## src/include/wir_regs.vh

```
// constants for the write-only serial settings port
`ifndef WIR_REGS_VH
`define WIR_REGS_VH
`define WIR_TARGET_ADDR   7'h72
`define WIR_NUM_REGS      4
`define WIR_LAST_REG      2'h3
`define WIR_SET_RESET     8'h00
`define WIR_BITS_PER_BYTE 4'h8
`define WIR_DIR_WRITE     1'b0
`endif
```

## src/design/wir_port.v

```verilog
// write-only two-wire target port with four settings registers
//
// Notes on behaviour
// - idle bus: both lines rest high
// - data falls while clock high: start
// - data rises while clock high: stop
// - transfers move in whole eight-bit bytes
// - any number of bytes until stop
// - receiver pulls data low to acknowledge
// - release data at ninth clock fall
// - first byte: address msb first, write bit
// - write only, no readable data
// - answer only the fixed target address
// - second byte is the register pointer
// - third byte stored at pointed register
// - later bytes: pointer increments before store
// - pointer wraps from last register to zero
// - byte takes effect at lsb rising clock
// - writes accepted while chip enable low
// - supply drop resets all settings
`timescale 1ns/100ps
`include "wir_regs.vh"
module wir_port #(
    parameter NREG = `WIR_NUM_REGS  // number of settings registers
) (
    mclk,
    reset_n,
    supplyLow,
    chipEnableInput,
    sclIn,
    sdaIn,
    sdaOut,
    sdaOe,
    setting0,
    setting1,
    setting2,
    setting3,
    outputsActive,
    writeStrobe
);
    input  wire       mclk;            // 200 MHz system clock
    input  wire       reset_n;         // asynchronous reset, active low
    input  wire       supplyLow;       // logic supply low, same domain
    input  wire       chipEnableInput; // chip enable level, pin
    input  wire       sclIn;           // serial clock pin level
    input  wire       sdaIn;           // serial data pin level
    output reg        sdaOut;          // data pin drive value
    output reg        sdaOe;           // data pin enable, high drives
    output reg  [7:0] setting0;        // settings register 0
    output reg  [7:0] setting1;        // settings register 1
    output reg  [7:0] setting2;        // settings register 2
    output reg  [7:0] setting3;        // settings register 3
    output reg        outputsActive;   // enable pin high and bit 7 set
    output reg        writeStrobe;     // one-cycle pulse per stored byte

    // ------------------------------------------------------------
    // states
    // ------------------------------------------------------------
    localparam ST_IDLE = 2'h0;  // waiting for start
    localparam ST_ADDR = 2'h1;  // receiving address byte
    localparam ST_DATA = 2'h2;  // receiving pointer or data
    localparam ST_IGN  = 2'h3;  // not addressed, ignore

    wire       scl;             // filtered clock
    wire       sda;             // filtered data
    wire       ena;             // filtered chip enable
    reg        sclPrev_r;       // clock one cycle ago
    reg        sdaPrev_r;       // data one cycle ago
    reg  [1:0] state_r;         // protocol state
    reg  [3:0] bitCnt_r;        // bits taken in this byte
    reg  [6:0] shift_r;         // first seven bits of the byte
    reg        ackPend_r;       // drive ack at next clock fall
    reg        ackOn_r;         // ack is being driven
    reg  [1:0] byteIdx_r;       // 0 pointer, 1 first data, 2 later
    reg  [1:0] ptr_r;           // register pointer

    wire sclRise  = scl & ~sclPrev_r;
    wire sclFall  = ~scl & sclPrev_r;
    wire startEv  = scl & sclPrev_r & sdaPrev_r & ~sda;
    wire stopEv   = scl & sclPrev_r & ~sdaPrev_r & sda;
    wire lastBit  = (bitCnt_r == `WIR_BITS_PER_BYTE - 4'h1);
    wire [7:0] fullByte = {shift_r, sda};

    // next pointer with wrap after last register
    function [1:0] nextPtr;
        input [1:0] p;
        begin
            nextPtr = (p == `WIR_LAST_REG) ? 2'h0 : p + 2'h1;
        end
    endfunction

    // ------------------------------------------------------------
    // pin synchronisers
    // ------------------------------------------------------------
    wir_sync u_scl (
        .mclk      (mclk),
        .reset_n   (reset_n),
        .async_in  (sclIn),
        .level_out (scl)
    );
    wir_sync u_sda (
        .mclk      (mclk),
        .reset_n   (reset_n),
        .async_in  (sdaIn),
        .level_out (sda)
    );
    wir_sync u_ena (
        .mclk      (mclk),
        .reset_n   (reset_n),
        .async_in  (chipEnableInput),
        .level_out (ena)
    );

    // ------------------------------------------------------------
    // protocol engine
    // ------------------------------------------------------------
    always @(posedge mclk or negedge reset_n) begin
        if (!reset_n) begin
            sclPrev_r     <= 1'b1;
            sdaPrev_r     <= 1'b1;
            state_r       <= ST_IDLE;
            bitCnt_r      <= 4'h0;
            shift_r       <= 7'h00;
            ackPend_r     <= 1'b0;
            ackOn_r       <= 1'b0;
            byteIdx_r     <= 2'h0;
            ptr_r         <= 2'h0;
            sdaOut        <= 1'b0;
            sdaOe         <= 1'b0;
            setting0      <= `WIR_SET_RESET;
            setting1      <= `WIR_SET_RESET;
            setting2      <= `WIR_SET_RESET;
            setting3      <= `WIR_SET_RESET;
            outputsActive <= 1'b0;
            writeStrobe   <= 1'b0;
        end else begin
            sclPrev_r     <= scl;
            sdaPrev_r     <= sda;
            sdaOut        <= 1'b0;
            writeStrobe   <= 1'b0;
            // enable pin only gates outputs, never the writes
            outputsActive <= ena & setting0[7];
            if (supplyLow) begin
                // supply drop clears every setting
                setting0  <= `WIR_SET_RESET;
                setting1  <= `WIR_SET_RESET;
                setting2  <= `WIR_SET_RESET;
                setting3  <= `WIR_SET_RESET;
                state_r   <= ST_IDLE;
                ackPend_r <= 1'b0;
                ackOn_r   <= 1'b0;
                sdaOe     <= 1'b0;
                outputsActive <= 1'b0;
            end else if (startEv) begin
                // start or repeated start drops any partial byte
                state_r   <= ST_ADDR;
                bitCnt_r  <= 4'h0;
                ackPend_r <= 1'b0;
                ackOn_r   <= 1'b0;
                sdaOe     <= 1'b0;
            end else if (stopEv) begin
                // stop ends access, partial byte discarded
                state_r   <= ST_IDLE;
                ackPend_r <= 1'b0;
                ackOn_r   <= 1'b0;
                sdaOe     <= 1'b0;
            end else begin
                // ack window: drive after 8th fall, release at 9th
                if (sclFall && ackPend_r) begin
                    ackPend_r <= 1'b0;
                    ackOn_r   <= 1'b1;
                    sdaOe     <= 1'b1;
                end else if (sclFall && ackOn_r) begin
                    ackOn_r <= 1'b0;
                    sdaOe   <= 1'b0;
                end
                // bit sampling on clock rise, skipping the ack clock
                if (sclRise && !ackOn_r && (state_r == ST_ADDR || state_r == ST_DATA)) begin
                    shift_r  <= {shift_r[5:0], sda};
                    bitCnt_r <= lastBit ? 4'h0 : bitCnt_r + 4'h1;
                    if (lastBit) begin
                        case (state_r)
                            ST_ADDR: begin
                                // address msb first then write bit
                                if (fullByte[7:1] == `WIR_TARGET_ADDR &&
                                    fullByte[0] == `WIR_DIR_WRITE) begin
                                    state_r   <= ST_DATA;
                                    byteIdx_r <= 2'h0;
                                    ackPend_r <= 1'b1;
                                end else begin
                                    state_r <= ST_IGN;
                                end
                            end
                            ST_DATA: begin
                                ackPend_r <= 1'b1;
                                if (byteIdx_r == 2'h0) begin
                                    ptr_r     <= fullByte[1:0];
                                    byteIdx_r <= 2'h1;
                                end else begin
                                    // store on the lsb rising edge
                                    writeStrobe <= 1'b1;
                                    if (byteIdx_r == 2'h1) begin
                                        byteIdx_r <= 2'h2;
                                        case (ptr_r)
                                            2'h0:    setting0 <= fullByte;
                                            2'h1:    setting1 <= fullByte;
                                            2'h2:    setting2 <= fullByte;
                                            default: setting3 <= fullByte;
                                        endcase
                                    end else begin
                                        ptr_r <= nextPtr(ptr_r);
                                        case (nextPtr(ptr_r))
                                            2'h0:    setting0 <= fullByte;
                                            2'h1:    setting1 <= fullByte;
                                            2'h2:    setting2 <= fullByte;
                                            default: setting3 <= fullByte;
                                        endcase
                                    end
                                end
                            end
                            default: state_r <= ST_IGN;
                        endcase
                    end
                end
            end
        end
    end
endmodule // wir_port

```

## src/design/wir_sync.v

```verilog
// three-stage input synchroniser with agreement filter
`timescale 1ns/100ps
module wir_sync (
    mclk,
    reset_n,
    async_in,
    level_out
);
    input  wire mclk;       // system clock
    input  wire reset_n;    // asynchronous reset, active low
    input  wire async_in;   // pin from outside the clock domain
    output reg  level_out;  // filtered level

    reg s1_r;  // first stage, read by s2 only
    reg s2_r;  // second stage
    reg s3_r;  // third stage

    // ------------------------------------------------------------
    // sync chain
    // ------------------------------------------------------------
    // chain resets high, matching an idle bus
    always @(posedge mclk or negedge reset_n) begin
        if (!reset_n) begin
            s1_r      <= 1'b1;
            s2_r      <= 1'b1;
            s3_r      <= 1'b1;
            level_out <= 1'b1;
        end else begin
            s1_r <= async_in;
            s2_r <= s1_r;
            s3_r <= s2_r;
            // change counts once stages two and three agree
            if (s2_r == s3_r) begin
                level_out <= s3_r;
            end
        end
    end
endmodule // wir_sync

```

## config.mk

```make
export PLATFORM = sky130hd
export DESIGN_NAME = wir_port
export DESIGN_NICKNAME = d
export VERILOG_FILES = /design/src/design/wir_port.v /design/src/design/wir_sync.v
export VERILOG_INCLUDE_DIRS = /design/src /design/src/include
export SDC_FILE = /design/constraint.sdc
export NUM_CORES = 1
export LEC_CHECK = 0
export BUFFER_PORTS_ARGS = -buffer_cell sky130_fd_sc_hd__buf_4
export CAP_MARGIN = 20
export CELL_PAD_IN_SITES_DETAIL_PLACEMENT = 0
export CELL_PAD_IN_SITES_GLOBAL_PLACEMENT = 1
export CORE_ASPECT_RATIO = 0.6
export CORE_MARGIN = 5
export CORE_UTILIZATION = 45
export DETAILED_ROUTE_END_ITERATION = 6
export GPL_TIMING_DRIVEN = 1
export PLACE_DENSITY_LB_ADDON = 0.1
export SLEW_MARGIN = 15
export SYNTH_ARGS = -nofsm -noshare
export SYNTH_HDL_FRONTEND = slang
export SYNTH_SLANG_ARGS = --single-unit
```

## constraint.sdc

```tcl
create_clock -name mclk -period 2.4 [get_ports mclk]
set_clock_uncertainty 0.15 [all_clocks]
set_input_delay 0.12 -clock mclk [delete_from_list [all_inputs] [get_ports mclk]]
set_output_delay 0.12 -clock mclk [all_outputs]
set_load 0.02 [all_outputs]
```

==> summary.md <==
| Metric | Value |
|---|---|
| Clock Tree Buf Depth | 2 |
| Maximum vdd drop | roughly 0.00038 V |
| RSZ-0062 raised after global routing | false |
| Avg WL per Cell | roughly 17 µm |
| MaxCap Viol Count | 0 |
| Die X | about 120 µm |
| Largest area contributor in the netlist | dfrtp_1 |
| LEAKAGE | between 1.5 and 2 nW |
| Crit path from | state_r[0] |
| Reg clk slew, reported paths | 70 ps |
| Synth top area share | between 40% and 50% |
| Worst r2r dst | ptr_r[1] |
| Effective utilization at floorplan | 45.6% |
| WL final | between 6000 and 7000 µm |
| Post-CTS Setup Bufs | 0 |
| Proportion of synthesized chip area in sequential cells | approximately 57% |
| Synth warn | 0 |
| Library cells used by synthesis | 45 |
| CTS tree | built |
| Nets | around 310 |
| Max-slew headroom | between 40% and 50% |
| H-tree lvl count | 3 |
| Min cycle time layout | 2250 ps |
| I/O Buffers | 40 |
| N_diodes | 0 |
| Drt pass-1 iters | 4 |
| Synth Cell Area | 2990 µm² |
| Status | completed |
| Final Hold Viols | 0 |
| Setup violations, final | 0 |
| Routed vias | 2107 |
| Max Freq | approximately 0.45 GHz |
| DRC viols | 0 |
| Reg-to-Reg Start | state_r[0] |
| Post-synthesis instance total | between 200 and 300 |
| Ports | 42 |
| Crit. End Element | flop |
| Required @ worst endpoint | approximately 2500 ps |
| Antenna violations before repair | 0 |
| DP HPWL | roughly 4600 µm |
| CTS Sinks | 67 |
| Total gr overflow | 0 |
| Clock Tree Root | clkbuf_8 |
| Final hold slack | around 210 ps |
| Worst slew pin tran | roughly 800 ps |
| Share of layout cells above drive strength 1 | between 20 and 30% |
| Syn-to-layout area delta | 22.3% |
| Final period util | between 90% and 100% |
| Min-Delay Path Class | flop to flop |
| DRT antenna net count | 0 |
| CORE AREA | ~6600 µm² |
| Aggregate global-route resource usage | approximately 17% |
| Max Slew Vio Count | 0 |
| Number of buffers created by CTS | 9 |
| First-pass GRT wire length | 10800 µm |
| Total power | ~2.4 mW |
| Largest net degree at the start of global routing | 68 |
| Critical path peak fanout | 7 |
| Syn_nets | 265 |
| Final instance area | roughly 3700 µm² |
| Vias per cell | 5.40 |
| Number of synthesized register bits | 67 |
| Setup_tns | 0 ps |
| CP Launch Type | flop |
| Vias in the first global route | between 2000 and 2500 |
| Worst Hold Path Cells | 0 |
| CP endpoint | ptr_r[1] |
| Synthesized area per cell | 12.0 µm² |
| Critical Path AT | 2360 ps |
| Worst R2R Path Depth | 7 |
| Reg2Reg Setup Slack | 150 ps |
| Pwr dens | around 650 nW/µm² |
| Synth top area cells | dfrtp_1 (44%), dfstp_2 (12%), a31o_1 (9.4%) |
| Worst-Skew Late Latency | ~340 ps |
| Row cnt | 23 |
| Die Area | ~8400 µm² |
| CP Class | flop to flop |
| Final GP Congestion | roughly 0.76 |
| Die H | ~73 µm |
| Cell Area, Placed | 3370 µm² |
| 1st-iter DRT viols | roughly 110 |
## critical path, cell delays in order, from the launching register on
cell and delay (ps):
dfrtp_1 370, inv_1 50, ha_1 330, nor4b_4 340, buf_4 220, nand2_1 70, nor3_1 390, mux2i_1 240
## area by class of cell
class                   instances  area [µm²]
clock inverters                 5        83.8
fillers                       566        2900
flip-flops and latches         67        1690
multi-input cells             157        1170
inverters                       8        30.0
clock buffers                  11         151
well taps                      87         109
repair buffers                 55         425
## placed cells by master (no fill, tap or decap), drive strengths merged, types with 3 or more instances in the layout
master / netlist / routed
inv: 8 / 9
nand2: 15 / 15
mux2: 7 / 7
nor3: 34 / 34
nor2: 5 / 5
dlygate4sd3: 0 / 5
o21ai: 4 / 4
ha: 9 / 9
clkbuf: 10 / 11
dfrtp: 53 / 53
maj3: 3 / 3
a21oi: 4 / 4
buf: 8 / 50
mux2i: 8 / 8
or2: 4 / 4
dfstp: 14 / 14
a31o: 32 / 32
## synthesized netlist by cell type (all sizes together)
master and instances:
buf 8, o211ai 1, and4b 1, dfstp 14, and3b 1, o31ai 1
clkbuf 10, inv 8, mux2 7, a32o 1, a31o 32, xnor2 1
nand3 2, a21oi 4, a2bb2oi 2, a22o 2, nor2 5, nor3 34
or4b 1, a41oi 1, o21ai 4, nor4 1, nand2 15, maj3 3
nor2b 1, dfrtp 53, nand4b 2, nand4 2, conb 1, ha 9
or4 1, nor4b 2, a221o 1, mux2i 8, nand2b 2, o21a 1
a31oi 1, or2 4, and3 2, a211oi 1
## worst min path at each step
stage / startpoint / endpoint / slack [ps]
after global placement: sclIn / u_scl.s1_r / 80
final: u_sda.s1_r / u_sda.s2_r / 210
after floorplan: reset_n / ackOn_r / -330
after global routing: u_scl.s1_r / u_scl.s2_r / 210
after CTS: u_scl.s1_r / u_scl.s2_r / 210
after detailed placement: sdaIn / u_sda.s1_r / 80
## layer usage
metal / global-route usage (%) / share of wire (%) / vias up
li1: - / - / 1015
met1: 26.1 / 53 / 1033
met2: 21.5 / 40 / 50
met3: 6.38 / 6.6 / 9
met4: 5.47 / 1.1 / 0
met5: 0 / 0 / -
## report_power, final
| group | leakage (nW) | switching, mW | total [mW] | internal [mW] |
|---|---|---|---|---|
| Combinational | 0.721 | 0.0629 | 0.105 | 0.0416 |
| Sequential | 0.876 | 0.0302 | 1.20 | 1.17 |
| Clock | 0.112 | 0.440 | 1.08 | 0.645 |
## logic make-up after synthesis
group	count (synthesis)	synth area share, %
xor+xnor	1	0.293
other cells	1	0.125
simple gates	76	14.4
compound gates	52	14.0
fa+ha+maj	12	4.77
flops	67	56.6
buf+inv	26	4.43
mux	15	5.31
## metrics by stage
step,instances,util [%],setup slack [ps]
floorplan,250,-,224
global placement,369,51.4,218
detailed placement,369,51.4,158
CTS,390,55.8,148
global route,390,55.8,6.70
finish,390,55.8,154
## registers in the layout, indices dropped and copies added, names as in the netlist, 2 cells and up
signal     count
setting2       8
state_r        2
shift_r        7
setting1       8
ptr_r          2
setting0       8
byteIdx_r      2
setting3       8
bitCnt_r       4
## what timing repair did
item,CTS,global route
gates resized for setup,0,0
hold buffers,5,0
hold endpoints to repair,57,0
No activity file was read; power rests on OpenSTA's default activity.
